===== src/hdl/can_stat_pkg.sv =====
package can_stat_pkg;
  localparam logic [3:0] ADDR_CTRL = 4'h0;
  localparam logic [3:0] ADDR_IRQ_IDENTIFIER = 4'h1;
  localparam logic [3:0] ADDR_BTR = 4'h2;
  localparam logic [3:0] ADDR_NODE = 4'h3;
  localparam int B_INIT = 0;
  localparam int B_IE = 1;
  localparam int B_SIE = 2;
  localparam int B_EIE = 3;
  localparam int B_CCE = 6;
  localparam int B_TST = 7;
  localparam int B_LEC_LO = 8;
  localparam int B_TX_SUCCESS_FLAG = 11;
  localparam int B_RX_SUCCESS_FLAG = 12;
  localparam int B_ERROR_WARNING_STATUS = 14;
  localparam int B_BUSOFF_STATUS = 15;
  localparam int B_NODE_REQ = 0;
  localparam logic [7:0] CTRL_RESET = 8'h01;
  localparam logic [15:0] BTR_RESET = 16'h0000;
  localparam logic [15:0] BTR_MASK = 16'h7fff;
  localparam logic [8:0] WARN_LIMIT = 9'h060;
  localparam logic [3:0] RECESSIVE_RUN = 4'hb;
  localparam logic [7:0] ID_IDLE = 8'h00;
  localparam logic [7:0] ID_STATUS = 8'h01;
  localparam logic [7:0] ID_OBJ_BASE = 8'h02;
  localparam int NUM_OBJ = 15;

  typedef enum logic [2:0] {
    LEC_NONE = 3'b000,
    LEC_STUFF = 3'b001,
    LEC_FORM = 3'b010,
    LEC_ACK = 3'b011,
    LEC_BIT1 = 3'b100,
    LEC_BIT0 = 3'b101,
    LEC_CRC = 3'b110,
    LEC_UNUSED = 3'b111
  } lec_e;

  typedef struct packed {
    logic tx_ok;
    logic rx_ok;
    logic err_valid;
    lec_e err_code;
    logic recessive_bit;
    logic bit_tick;
    logic busoff_enter;
    logic busoff_exit;
    logic [8:0] tx_err_count;
    logic [8:0] rx_err_count;
  } proto_event_s;

  typedef enum logic [1:0] {
    RUN = 2'b00,
    WAIT_IDLE = 2'b01,
    BUSOFF = 2'b10
  } bus_state_e;
endpackage


===== src/hdl/can_status_irq.sv =====
`timescale 1ns/1ps
module can_status_irq (
  input wire logic clk,
  input wire logic rst,
  input wire logic [3:0] address,
  input wire logic read,
  input wire logic write,
  input wire logic [15:0] writedata,
  input wire logic [1:0] byteenable,
  output logic [15:0] readdata,
  output logic waitrequest,
  input wire can_stat_pkg::proto_event_s proto,
  input wire logic [can_stat_pkg::NUM_OBJ-1:0] object_irq_pending,
  input wire logic irq_serviced,
  output logic [15:0] bit_timing,
  output logic init_active,
  output logic bus_active,
  output logic can_irq_vector
);
  import can_stat_pkg::*;

  logic [7:0] ctrl;
  lec_e last_error_code;
  logic tx_success_flag;
  logic rx_success_flag;
  logic busoff_status;
  logic status_pending;
  logic [7:0] irq_identifier;
  logic irq_raw;
  logic irq_sync;
  logic node_irq_request_flag;
  logic irq_prev;
  logic done;
  bus_state_e state;
  logic [3:0] run_count;

  logic rd_pending;
  // Reads take one wait state so the registered data already stand when waitrequest
  // drops; writes complete in their first cycle
  wire rd_take = read && !rd_pending;
  assign waitrequest = rd_take;

  always_ff @(posedge clk or posedge rst) begin
    if (rst) begin
      rd_pending <= 1'b0;
    end else begin
      rd_pending <= rd_take;
    end
  end

  wire wr_ctrl = write && (address == ADDR_CTRL);
  wire wr_ctrl_lo = wr_ctrl && byteenable[0];
  wire wr_ctrl_hi = wr_ctrl && byteenable[1];
  // Clear on the snapshot cycle, so an event after the snapshot stays pending
  wire rd_status = rd_take && (address == ADDR_CTRL) && byteenable[1];
  wire cfg_change_enable = ctrl[B_CCE];
  wire global_irq_enable = ctrl[B_IE];
  wire status_irq_enable = ctrl[B_SIE];
  wire error_irq_enable = ctrl[B_EIE];
  wire error_warning_status = (proto.tx_err_count >= WARN_LIMIT) ||
    (proto.rx_err_count >= WARN_LIMIT);
  wire wr_btr = write && (address == ADDR_BTR) && cfg_change_enable;
  wire wr_node = write && (address == ADDR_NODE) && byteenable[0];
  wire run_done = proto.bit_tick && proto.recessive_bit && (run_count == RECESSIVE_RUN - 4'h1);
  wire recovery_step = (state == BUSOFF) && !ctrl[B_INIT] && run_done;

  // Hardware events that change status; CPU writes are not among them
  wire transfer_event = proto.tx_ok || proto.rx_ok || proto.err_valid || recovery_step;
  logic error_warning_status_prev;
  wire error_change = (error_warning_status_prev != error_warning_status) || proto.busoff_enter ||
    proto.busoff_exit;
  wire status_set = (status_irq_enable && transfer_event) ||
    (error_irq_enable && error_change);
  wire [15:0] status_word = {busoff_status, error_warning_status, 1'b0, rx_success_flag,
    tx_success_flag, last_error_code, ctrl};

  logic [7:0] next_identifier;
  always_comb begin
    next_identifier = ID_IDLE;
    for (int n = 1; n < NUM_OBJ; n++) begin
      if (object_irq_pending[n-1] && next_identifier == ID_IDLE) begin
        next_identifier = ID_OBJ_BASE + 8'(n);
      end
    end
    if (object_irq_pending[NUM_OBJ-1]) begin
      next_identifier = ID_OBJ_BASE;
    end
    if (status_pending) begin
      next_identifier = ID_STATUS;
    end
  end
  assign irq_identifier = next_identifier;
  assign irq_raw = global_irq_enable && (irq_identifier != ID_IDLE);

  always_ff @(posedge clk or posedge rst) begin
    if (rst) begin
      ctrl <= CTRL_RESET;
    end else if (proto.busoff_enter) begin
      ctrl[B_INIT] <= 1'b1;
    end else if (wr_ctrl_lo) begin
      ctrl <= writedata[7:0] & ~(8'h01 << B_TST);
    end
  end

  always_ff @(posedge clk or posedge rst) begin
    if (rst) begin
      last_error_code <= LEC_NONE;
    end else if (proto.err_valid && proto.err_code != LEC_UNUSED) begin
      last_error_code <= proto.err_code;
    end else if (recovery_step) begin
      last_error_code <= LEC_BIT0;
    end else if (proto.tx_ok || proto.rx_ok) begin
      last_error_code <= LEC_NONE;
    end else if (wr_ctrl_hi) begin
      last_error_code <= lec_e'(writedata[B_LEC_LO +: 3]);
    end
  end

  always_ff @(posedge clk or posedge rst) begin
    if (rst) begin
      tx_success_flag <= 1'b0;
      rx_success_flag <= 1'b0;
    end else begin
      tx_success_flag <= proto.tx_ok || (tx_success_flag &&
        !(wr_ctrl_hi && !writedata[B_TX_SUCCESS_FLAG]));
      rx_success_flag <= proto.rx_ok || (rx_success_flag &&
        !(wr_ctrl_hi && !writedata[B_RX_SUCCESS_FLAG]));
    end
  end

  always_ff @(posedge clk or posedge rst) begin
    if (rst) begin
      status_pending <= 1'b0;
      error_warning_status_prev <= 1'b0;
    end else begin
      status_pending <= status_set || (status_pending && !rd_status);
      error_warning_status_prev <= error_warning_status;
    end
  end

  always_ff @(posedge clk or posedge rst) begin
    if (rst) begin
      state <= RUN;
      run_count <= 4'h0;
      busoff_status <= 1'b0;
    end else begin
      if (proto.bit_tick) begin
        run_count <= (!proto.recessive_bit || run_done) ? 4'h0 : run_count + 4'h1;
      end
      case (state)
        RUN: begin
          if (proto.busoff_enter) begin
            state <= BUSOFF;
            busoff_status <= 1'b1;
          end else if (ctrl[B_INIT]) begin
            state <= WAIT_IDLE;
          end
        end
        WAIT_IDLE: begin
          if (proto.busoff_enter) begin
            state <= BUSOFF;
            busoff_status <= 1'b1;
          end else if (!ctrl[B_INIT] && run_done) begin
            state <= RUN;
          end
        end
        BUSOFF: begin
          if (proto.busoff_exit) begin
            state <= WAIT_IDLE;
            busoff_status <= 1'b0;
          end
        end
        default: state <= RUN;
      endcase
    end
  end

  always_ff @(posedge clk or posedge rst) begin
    if (rst) begin
      bit_timing <= BTR_RESET;
    end else if (wr_btr) begin
      bit_timing <= writedata & BTR_MASK;
    end
  end

  always_ff @(posedge clk or posedge rst) begin
    if (rst) begin
      irq_sync <= 1'b0;
      irq_prev <= 1'b0;
      node_irq_request_flag <= 1'b0;
    end else begin
      irq_sync <= irq_raw;
      irq_prev <= irq_sync;
      node_irq_request_flag <= (irq_sync && !irq_prev) || (node_irq_request_flag &&
        !irq_serviced && !(wr_node && !writedata[B_NODE_REQ]));
    end
  end
  assign can_irq_vector = node_irq_request_flag;
  assign init_active = ctrl[B_INIT];
  assign bus_active = (state == RUN) && !ctrl[B_INIT];

  wire [15:0] rd_mux = (address == ADDR_CTRL) ? status_word :
    (address == ADDR_IRQ_IDENTIFIER) ? {8'h00, irq_identifier} :
    (address == ADDR_BTR) ? bit_timing :
    (address == ADDR_NODE) ? {15'h0000, node_irq_request_flag} : 16'h0000;
  always_ff @(posedge clk or posedge rst) begin
    if (rst) begin
      readdata <= 16'h0000;
    end else if (rd_take) begin
      readdata <= rd_mux;
    end
  end

  AST_BTR_LOCK: assert property (@(posedge clk) disable iff (rst)
    (write && address == ADDR_BTR && !cfg_change_enable) |=> $stable(bit_timing))
    else $error("bit timing changed while locked");
  AST_TX_HOLD: assert property (@(posedge clk) disable iff (rst)
    proto.tx_ok |=> tx_success_flag)
    else $error("transmit flag not set");
  AST_RX_HOLD: assert property (@(posedge clk) disable iff (rst)
    (rx_success_flag && !wr_ctrl_hi) |=> rx_success_flag)
    else $error("receive flag dropped by hardware");
  AST_LEC_OK: assert property (@(posedge clk) disable iff (rst)
    ((proto.tx_ok || proto.rx_ok) && !proto.err_valid && !recovery_step) |=>
    last_error_code == LEC_NONE)
    else $error("error code not cleared");
  AST_LEC_NO7: assert property (@(posedge clk) disable iff (rst)
    (last_error_code != LEC_UNUSED && !wr_ctrl_hi) |=> last_error_code != LEC_UNUSED)
    else $error("hardware produced code 7");
  AST_IDLE_ID: assert property (@(posedge clk) disable iff (rst)
    (!status_pending && object_irq_pending == '0) |-> irq_identifier == ID_IDLE)
    else $error("identifier nonzero while idle");
  AST_PRIO: assert property (@(posedge clk) disable iff (rst)
    status_pending |-> irq_identifier == ID_STATUS)
    else $error("status change not highest priority");
  AST_RD_CLR: assert property (@(posedge clk) disable iff (rst)
    (rd_status && !status_set) |=> !status_pending)
    else $error("status read did not clear pending");
  AST_LINE: assert property (@(posedge clk) disable iff (rst)
    irq_raw |=> ##1 (irq_sync || !$past(irq_raw)))
    else $error("line not forwarded");
  // Bus handshake: one wait state on reads, none on writes
  AST_RD_WAIT: assert property (@(posedge clk) disable iff (rst)
    (read && !rd_pending) |->
    waitrequest)
    else $error("read answered without wait state");
  AST_RD_DONE: assert property (@(posedge clk) disable iff (rst)
    (read && rd_pending) |->
    !waitrequest)
    else $error("read held in wait too long");
  AST_WR_NOWAIT: assert property (@(posedge clk) disable iff (rst)
    write |->
    !waitrequest)
    else $error("write stalled");
  AST_TST_ZERO: assert property (@(posedge clk) disable iff (rst)
    wr_ctrl_lo |=>
    !ctrl[B_TST])
    else $error("test mode bit stored");
  AST_TX_KEEP: assert property (@(posedge clk) disable iff (rst)
    (tx_success_flag && !wr_ctrl_hi) |=>
    tx_success_flag)
    else $error("transmit flag dropped by hardware");
  AST_STUFF: assert property (@(posedge clk) disable iff (rst)
    (proto.err_valid && proto.err_code == LEC_STUFF) |=>
    last_error_code == LEC_STUFF)
    else $error("stuff error not recorded");
  AST_RECOV: assert property (@(posedge clk) disable iff (rst)
    (recovery_step && !proto.err_valid) |=>
    last_error_code == LEC_BIT0)
    else $error("recovery step not recorded");
  AST_ERROR_WARNING_STATUS: assert property (@(posedge clk) disable iff (rst)
    (proto.tx_err_count >= WARN_LIMIT || proto.rx_err_count >= WARN_LIMIT) |->
    status_word[B_ERROR_WARNING_STATUS])
    else $error("warning status missing");
  AST_BUSOFF_STATUS: assert property (@(posedge clk) disable iff (rst)
    proto.busoff_enter |=>
    busoff_status)
    else $error("busoff status not set");
  AST_BUSOFF_STATUS_INIT: assert property (@(posedge clk) disable iff (rst)
    proto.busoff_enter |=>
    ctrl[B_INIT])
    else $error("busoff did not set init");
  // Leaving the wait state early would join the bus mid-frame
  AST_RUN_WAIT: assert property (@(posedge clk) disable iff (rst)
    (state == WAIT_IDLE && !run_done) |=>
    state != RUN)
    else $error("joined bus before idle run");
  AST_NODE_SET: assert property (@(posedge clk) disable iff (rst)
    (irq_sync && !irq_prev) |=>
    node_irq_request_flag)
    else $error("node request not raised");
  AST_NODE_CLR: assert property (@(posedge clk) disable iff (rst)
    (node_irq_request_flag && irq_serviced && !(irq_sync && !irq_prev)) |=>
    !node_irq_request_flag)
    else $error("node request not cleared on service");
  AST_LINE_OFF: assert property (@(posedge clk) disable iff (rst)
    !global_irq_enable |->
    !irq_raw)
    else $error("line active while disabled");
  AST_OBJ15: assert property (@(posedge clk) disable iff (rst)
    (object_irq_pending[NUM_OBJ-1] && !status_pending) |->
    irq_identifier == ID_OBJ_BASE)
    else $error("object 15 not shown");
  // A plain status write must leave the pending status interrupt alone
  AST_WR_NOIRQ: assert property (@(posedge clk) disable iff (rst)
    (wr_ctrl && !status_set && !rd_status) |=>
    status_pending == $past(status_pending))
    else $error("status write changed interrupt");
  COV_STATUS: cover property (@(posedge clk) rd_status && status_pending);
  COV_OBJ15: cover property (@(posedge clk) irq_identifier == ID_OBJ_BASE);
  COV_RECOVERY: cover property (@(posedge clk) recovery_step);
  COV_SERVICE: cover property (@(posedge clk) node_irq_request_flag && irq_serviced);
endmodule


===== config.mk =====
export PLATFORM = sky130hd
export DESIGN_NAME = can_status_irq
export DESIGN_NICKNAME = d
export VERILOG_FILES = /design/src/hdl/can_stat_pkg.sv /design/src/hdl/can_status_irq.sv
export SDC_FILE = /design/constraint.sdc
export NUM_CORES = 1
export LEC_CHECK = 0
export ABC_AREA = 0
export BUFFER_PORTS_ARGS = -buffer_cell sky130_fd_sc_hd__buf_2
export CAP_MARGIN = 40
export CORE_MARGIN = 4
export CORE_UTILIZATION = 40
export CTS_CLUSTER_SIZE = 8
export DETAILED_ROUTE_END_ITERATION = 6
export PLACE_DENSITY = 0.67
export REMOVE_ABC_BUFFERS = 1
export SLEW_MARGIN = 20
export SYNTH_ARGS = -nofsm -noshare
export SYNTH_HDL_FRONTEND = slang
export SYNTH_SLANG_ARGS = --single-unit

===== constraint.sdc =====
create_clock -name clk -period 3.05 [get_ports clk]
set_input_delay 0.61 -clock clk [delete_from_list [all_inputs] [get_ports clk]]
set_output_delay 0.61 -clock clk [all_outputs]
set_load 0.02 [all_outputs]

==> qor.txt, run 1 <==
WORST SETUP PATH
--------------------------------------------------------------------------------------------------------
Worst EP arrival                                                                                 2.44 ns
WP data required                                                                                 3.30 ns
Startpoint class of the critical path                                                         input port
Ordered list of cells on the worst path                                                     buf_2 > or4_4 > a311oi_4 > o2111ai_2 > o211a_1 > o31ai_2 > a22o_1
Stage delay of the slowest cell on the critical path                                             0.59 ns
Slowest cell on crit path                                                                   sky130_fd_sc_hd__or4_4
Buf+Inv Stages, Crit Path                                                                              1
Category of the worst setup path capture point                                                 flip-flop
Maximum fanout count along the critical path                                                           6
Critical path type                                                                          input port to flip-flop
Top cell family by delay on the critical path                                               compound AO/OA/AOI/OAI gates

CLOCK TREE
--------------------------------------------------------------------------------------------------------
Setup Buffers After CTS                                                                                0
Clock Path Buffers                                                                                     2
TritonCTS clock tree                                                                               built
Sinks on Clock Net                                                                                    56
Post-CTS clock slew at the launch and capture registers of the worst setup and hold paths        0.10 ns
Resized cells post-CTS                                                                                 0
Htree depth                                                                                            2
Clock latency of the later-clocked register in the worst-skew pair                               0.31 ns
Root buffer selected by CTS                                                                 sky130_fd_sc_hd__clkbuf_8
Inserted Clock Buffers                                                                                 5
Number of buffers added to fix hold violations after cts                                               0

FINAL LAYOUT
--------------------------------------------------------------------------------------------------------
Cell area after layout                                                                      0.003562 sq mm
Area grow syn2layout                                                                              25.58%
Number of fill cells                                                                                 652
Share of cells above drive strength 1                                                             0.3316
Utilization of the core after routing                                                             0.5214
Inserted Diodes                                                                                        0
Net count reported at finish                                                                         451

YOSYS
--------------------------------------------------------------------------------------------------------
Post-synth top flop                                                                         sky130_fd_sc_hd__dfrtp_1
Cells after synthesis                                                                                282
Number of distinct library cell variants in the gate-level netlist after synthesis                    52
Netlist area before placement                                                               0.002836 sq mm
Number of synthesized flops with an enable pin                                                         0
Count of synthesis-stage warnings from yosys                                                           0
Portion of the post-synthesis area used by sequential elements                                    0.4945
Number of synthesized register bits                                                                   56
Post-synthesis area per instance                                                             10.06 sq um
Async SR Flop Fraction                                                                             1.000

PWR
--------------------------------------------------------------------------------------------------------
P_leak                                                                                          1.736 nW
Post-layout total power                                                                         1.751 mW
Power Dens Cells                                                                            491.5 mW/mm^2
Max VDD drop                                                                                   0.1993 mV

DIE
--------------------------------------------------------------------------------------------------------
Starting Density                                                                                  0.4152
Overall die area                                                                            0.008503 sq mm
Core Area                                                                                   0.006832 sq mm
Die Y                                                                                           92.21 um
Width of the die                                                                                92.21 um
Placement Rows                                                                                        30
Ports                                                                                                106

TIMING
--------------------------------------------------------------------------------------------------------
Post-route setup slack                                                                         0.8633 ns
Fmax achieved                                                                                  457.3 MHz
Slew at the pin closest to its max-slew limit                                                  0.6769 ns
Setup repair after global routing missed its margin                                                false
Slew HR                                                                                           0.5481
Fraction of the cycle the final worst path needs                                                  0.7169
Final setup TNS                                                                                     0 ns
Count of endpoints failing setup in the final report                                                   0
Shortest period the worst path allows                                                           2.187 ns
Total count of hold-check failures in the final report                                                 0
Final Max Slew Viols                                                                                   0
Final setup skew                                                                             0.007567 ns

WORST HOLD PATH
--------------------------------------------------------------------------------------------------------
Class of the most critical hold timing path                                                 input port to asynchronous set/reset pin

GLOBAL ROUTE
--------------------------------------------------------------------------------------------------------
Initial antenna violation count                                                                        0
Largest net degree at the start of global routing                                                     33
Global route total overflow                                                                            0
Via count of the first global-routing pass                                                          2447
Gr usage total                                                                                    0.1726
Wire length of the first global-routing pass                                                    11670 um

ROUTING
--------------------------------------------------------------------------------------------------------
Initial DRC count                                                                                     88
Sum of met2 wire segment lengths after detailed routing                                          3609 um
Number of vias in the routed layout                                                                 2511
Remaining number of nets flagged by the antenna check after routing                                    0
Via-to-Cell Ratio                                                                                  5.275
DRC violations left                                                                                    0
Highest metal used                                                                                  met4
Post-Route WL                                                                                    7185 um
First-pass iteration count of the detailed router                                                      4
Routed wire length per instance                                                                 15.09 um
Met3 WL post-DR                                                                                   377 um
Post-route met1 wirelength                                                                       3084 um

PLACED DESIGN
--------------------------------------------------------------------------------------------------------
Routability congestion estimate                                                                   0.8627
Instance area after placement                                                               0.003447 sq mm
Post-DP HPWL                                                                                     5601 um
# port buffers                                                                                        93
Pre-CTS setup slack                                                                            0.5281 ns

STATUS
--------------------------------------------------------------------------------------------------------
Run status                                                                                     completed

FLOW RUN
--------------------------------------------------------------------------------------------------------
Reported max-cap violation count                                                                       0

[final cells by class]
class                           count  area, sq um  share of cell area
Clock buffer                        5        68.82             0.01932
Clock inverter                      3        46.29             0.01300
Inverter                           13        48.80             0.01370
Multi-Input combinational cell    201         1343              0.3769
Sequential cell                    56         1403              0.3937
Tap cell                           96        120.1             0.03372
Timing Repair Buffer              102        533.0              0.1496
[cells in the mapped netlist (all sizes together) (3+ instances only)]
| cell type | instances | share of area |
|---|---|---|
| inv | 13 | 0.017 |
| dfrtp | 55 | 0.49 |
| nand2b | 5 | 0.011 |
| nand4 | 3 | 0.0066 |
| o31ai | 5 | 0.017 |
| a221oi | 9 | 0.028 |
| a21oi | 9 | 0.016 |
| clkbuf | 9 | 0.012 |
| o211ai | 4 | 0.011 |
| nor4 | 3 | 0.0088 |
| mux2 | 24 | 0.095 |
| nor3 | 5 | 0.0088 |
| o21ai | 20 | 0.035 |
| buf | 3 | 0.0062 |
| o311ai | 3 | 0.012 |
| a211oi | 3 | 0.0079 |
| nor2 | 36 | 0.049 |
| nand3 | 16 | 0.028 |
| nor2b | 3 | 0.0066 |
| nand2 | 22 | 0.029 |
[final timing paths]
check,start,end,slack (ns),depth (start not counted)
worst max-delay path,object_irq_pending[1],readdata[0],0.86,7
worst min-delay path,rst,readdata[15],0.38,2
worst max register to register,run_count[0],last_error_code[2],1.13,8
worst min register to register,irq_sync,irq_prev,0.40,0
max in group asynchronous,rst,ctrl[2],2.01,3
min in group clk,irq_sync,irq_prev,0.40,0
[sequential cells by signal, indices dropped and copies added, names as in the netlist, 2 cells and up]
signal	count
state	2
bit_timing	15
last_error_code	3
run_count	4
readdata	16
ctrl	7
[metrics by stage]
step	hold slack, ns	cells
finish	0.3845	476
CTS	0.4046	476
global placement	0.3720	468
global route	0.4082	476
detailed placement	0.3815	468
floorplan	0.3537	270
[cell families after synthesis]
| logic type | after synthesis | synth area share |
|---|---|---|
| AOI/OAI and AO/OA | 68 | 0.1791 |
| buffers and inverters | 25 | 0.03529 |
| DFF | 56 | 0.4945 |
| adders and majority gates | 2 | 0.008821 |
| and+or+nand+nor | 103 | 0.1756 |
| xor gates and xnor gates | 1 | 0.003088 |
| other | 1 | 0.001322 |
| muxes | 26 | 0.1023 |
[per-layer routing]
| metal | GRT usage | up-vias |
|---|---|---|
| met5 | 0 | - |
| met4 | 0.06064 | 0 |
| met3 | 0.03445 | 9 |
| met2 | 0.2987 | 74 |
| met1 | 0.2133 | 1200 |
| li1 | - | 1228 |
[report_power, final]
| group | total (mW) | internal (mW) | switching, mW | leakage, nW |
|---|---|---|---|---|
| combinational | 0.356 | 0.142 | 0.214 | 0.984 |
| sequential | 0.893 | 0.829 | 0.0637 | 0.697 |
| clock | 0.502 | 0.248 | 0.254 | 0.0548 |
| total | 1.75 | 1.22 | 0.532 | 1.74 |
[placed cells by master (no fill, tap or decap), types with 4 or more instances in the layout]
cell,count
sky130_fd_sc_hd__dfrtp_1,55
sky130_fd_sc_hd__buf_2,93
sky130_fd_sc_hd__a21oi_1,9
sky130_fd_sc_hd__nand3_1,16
sky130_fd_sc_hd__mux2_1,21
sky130_fd_sc_hd__nand2_1,22
sky130_fd_sc_hd__buf_4,9
sky130_fd_sc_hd__nor3_1,5
sky130_fd_sc_hd__o21ai_0,19
sky130_fd_sc_hd__nand2b_1,5
sky130_fd_sc_hd__nor2_1,34
sky130_fd_sc_hd__a221oi_1,9
sky130_fd_sc_hd__inv_1,12
sky130_fd_sc_hd__o211ai_1,4
sky130_fd_sc_hd__clkbuf_8,5
[worst register-to-register path, cell delays in order, from the launching register on]
cell	delay (ns)
sky130_fd_sc_hd__dfrtp_1	0.41
sky130_fd_sc_hd__inv_1	0.10
sky130_fd_sc_hd__ha_1	0.19
sky130_fd_sc_hd__nand4_1	0.13
sky130_fd_sc_hd__nor4b_1	0.29
sky130_fd_sc_hd__buf_4	0.19
sky130_fd_sc_hd__nor3_1	0.06
sky130_fd_sc_hd__nand3_1	0.12
sky130_fd_sc_hd__mux2_1	0.33
Power figures use the tool's default switching activity.
==> run 2, diff against run 1 <==
- PLACE_DENSITY: 0.67 -> 0.7
- clock period: 3.05 -> 1.8 ns (I/O delays scaled with it)
==> run 2 against run 1 <==
The run now ends with setup timing left. Clock-buffer cell count grew 1. Combinational power up 110%. First-iteration DRC count decreased by 8.0%. Global-route usage up 0.85 points. Routed wire length rose by 8.2%. Critical path depth stayed put. Sequential power grew 70%. Register-to-register slack got worse by 1.1 ns. Via count increased by 5.7%.
==> qor.txt, run 2 (synthesis gave the netlist of run 1 again) <==
PLACED DESIGN
--------------------------------------------------------------------------------------------------------
# port buffers                                                                                        93
Post-DP HPWL                                                                                     5840 um
Routability congestion estimate                                                                   0.8416
Pre-CTS setup slack                                                                           -0.4418 ns

WORST SETUP PATH
--------------------------------------------------------------------------------------------------------
Worst-case register-to-register setup slack                                                      0.04 ns
Worst EP arrival                                                                                 2.12 ns
Startpoint class of the critical path                                                         input port
FF-to-FF Start                                                                              run_count[2]
WP data required                                                                                 2.04 ns
CP Depth                                                                                               7
Stage delay of the slowest cell on the critical path                                             0.57 ns
Slowest cell on crit path                                                                   sky130_fd_sc_hd__or4_4
Maximum fanout count along the critical path                                                           4
Logic depth of the worst register-to-register path                                                    11
Category of the worst setup path capture point                                                 flip-flop
Ordered list of cells on the worst path                                                     buf_6 > or4_4 > buf_4 > o311ai_4 > o211ai_1 > or3_1 > a21oi_1
Top cell family by delay on the critical path                                               simple AND/OR/NAND/NOR gates
Critical path type                                                                          input port to flip-flop
Endpoint of the most critical register-to-register path                                     run_count[1]
Buf+Inv Stages, Crit Path                                                                              2

STATUS
--------------------------------------------------------------------------------------------------------
Violations in the final reports                                                             setup timing
Run status                                                                                  complete, but fails checks

CLOCK TREE
--------------------------------------------------------------------------------------------------------
Sinks on Clock Net                                                                                    56
Htree depth                                                                                            2
Clock latency of the later-clocked register in the worst-skew pair                               0.31 ns
Clock Path Buffers                                                                                     2
Root buffer selected by CTS                                                                 sky130_fd_sc_hd__clkbuf_8
TritonCTS clock tree                                                                               built
Inserted Clock Buffers                                                                                 5
Post-CTS clock slew at the launch and capture registers of the worst setup and hold paths        0.11 ns

ROUTING
--------------------------------------------------------------------------------------------------------
Initial DRC count                                                                                     81
Number of vias in the routed layout                                                                 2653
First-pass iteration count of the detailed router                                                      4
Remaining number of nets flagged by the antenna check after routing                                    0
DRC violations left                                                                                    0
Via-to-Cell Ratio                                                                                  5.212
Post-Route WL                                                                                    7777 um
Routed wire length per instance                                                                 15.28 um

DIE
--------------------------------------------------------------------------------------------------------
Placement Rows                                                                                        30
Core Area                                                                                   0.006832 sq mm
Starting Density                                                                                  0.4152
Width of the die                                                                                92.21 um
Overall die area                                                                            0.008503 sq mm
Die Y                                                                                           92.21 um
Ports                                                                                                106

PWR
--------------------------------------------------------------------------------------------------------
Internal power                                                                                  2.158 mW
Power Dens Cells                                                                            790.5 mW/mm^2
Power share of the sequential group                                                                0.493
Switching power total                                                                          0.9176 mW
Switching share of power                                                                          0.2983
Clk pwr share                                                                                      0.269
P_leak                                                                                          1.920 nW
Combinational group share of total power                                                           0.238
Max VDD drop                                                                                   0.3239 mV

TIMING
--------------------------------------------------------------------------------------------------------
Final Max Slew Viols                                                                                   0
Total count of hold-check failures in the final report                                                 0
Fmax achieved                                                                                  532.8 MHz
Fraction of the cycle the final worst path needs                                                   1.043
Final setup skew                                                                              0.01527 ns
Slew at the pin closest to its max-slew limit                                                  0.6585 ns
Slew HR                                                                                           0.5610
Final setup TNS                                                                               -0.1100 ns
Post-route setup slack                                                                       -0.07677 ns
Setup repair after global routing missed its margin                                                 true
Count of endpoints failing setup in the final report                                                   3
Shortest period the worst path allows                                                           1.877 ns

FINAL LAYOUT
--------------------------------------------------------------------------------------------------------
Register containing the most flip-flops in the final layout                                     readdata
Regs by FF count                                                                            readdata: 16 flops, bit_timing: 15 flops, ctrl: 7 flops
Net count reported at finish                                                                         484
Number of flip-flops in the largest register                                                          16
Number of fill cells                                                                                 601
Area grow syn2layout                                                                              37.19%
Inserted Diodes                                                                                        0
Utilization of the core after routing                                                             0.5696
Register Area                                                                               0.001403 sq mm
Commonest non-fill, non-tap cells in the layout                                             sky130_fd_sc_hd__buf_2, sky130_fd_sc_hd__dfrtp_1, sky130_fd_sc_hd__buf_4
Share of cells above drive strength 1                                                             0.4068
Most frequent standard cell in the layout excluding fill and tap cells                      sky130_fd_sc_hd__buf_2
Multi-input combinational cell area                                                         0.001406 sq mm

GLOBAL ROUTE
--------------------------------------------------------------------------------------------------------
Initial antenna violation count                                                                        0
Global route total overflow                                                                            0
Gr usage total                                                                                    0.1810
Largest net degree at the start of global routing                                                     47
Wire length of the first global-routing pass                                                    12320 um
Via count of the first global-routing pass                                                          2601

WORST HOLD PATH
--------------------------------------------------------------------------------------------------------
Worst Hold End                                                                              bit_timing[7]
Startpoint of the lowest-slack hold path                                                    writedata[7]
Class of the most critical hold timing path                                                 input port to flip-flop
Hold depth                                                                                             2

FLOW RUN
--------------------------------------------------------------------------------------------------------
Reported max-cap violation count                                                                       0

==> run 2: cell count changes in the layout (fill, tap and decap cells not counted), moves of 2 or more <==
cell	previous run	this run
sky130_fd_sc_hd__mux2_1	21	19
sky130_fd_sc_hd__mux2_4	0	2
sky130_fd_sc_hd__nand3_1	16	14
sky130_fd_sc_hd__nand3_2	0	2
sky130_fd_sc_hd__buf_4	9	40
==> run 2: area by class of cell <==
cell class	instances	share of cell area
Multi-Input combinational cell	201	0.3614
Tap cell	96	0.03087
Timing Repair Buffer	135	0.2061
Clock buffer	6	0.01865
Inverter	13	0.01254
Clock inverter	2	0.009968
Sequential cell	56	0.3605
==> run 2: layer usage <==
metal,wire length (um),vias to the layer above,track usage
met5,0,-,0
met4,99,0,0.04827
met3,443,10,0.03938
met2,3924,89,0.3230
met1,3310,1262,0.2201
li1,-,1292,-
==> run 2: metrics by stage <==
stage	area [sq um]	total power [mW]	cells	hold WS [ns]
floorplan	2785	1.869	270	0.3537
global placement	3632	2.170	491	0.3082
detailed placement	3632	2.190	491	0.3078
CTS	3851	3.076	506	0.2465
global route	3891	3.236	509	0.2528
finish	3891	3.076	509	0.2548
==> run 2: worst max-delay path by stage <==
stage	startpoint	endpoint
final	object_irq_pending[1]	readdata[4]
after global routing	object_irq_pending[1]	readdata[4]
after CTS	object_irq_pending[1]	readdata[1]
after detailed placement	object_irq_pending[1]	readdata[1]
after global placement	object_irq_pending[1]	readdata[0]
after floorplan	address[3]	ctrl[2]
==> run 2: worst register-to-register path: cells and delay by family, from the launching register on <==
kind,cells,cell delay (ns)
muxes,1,0.25
DFF,1,0.42
and+or+nand+nor,4,0.39
buffers and inverters,6,0.58
==> run 2: timing repair <==
item                                    4_1_cts  5_1_grt
cloned                                        0        0
pin swaps                                     6        8
buffers inserted                              6        3
endpoints found under the setup margin        7        9
gates resized for setup                      10        4
hold buffers                                  1        0
endpoints found under the hold margin        10        0
==> run 2: power groups by stage <==
stage	combinational (mW)	clock, mW	sequential [mW]
6_report	0.732	0.828	1.52
4_1_cts	0.712	0.854	1.51
2_1_floorplan	0.258	0	1.61
3_3_place_gp	0.644	0	1.53
3_5_place_dp	0.660	0	1.53
5_1_grt	0.801	0.900	1.53
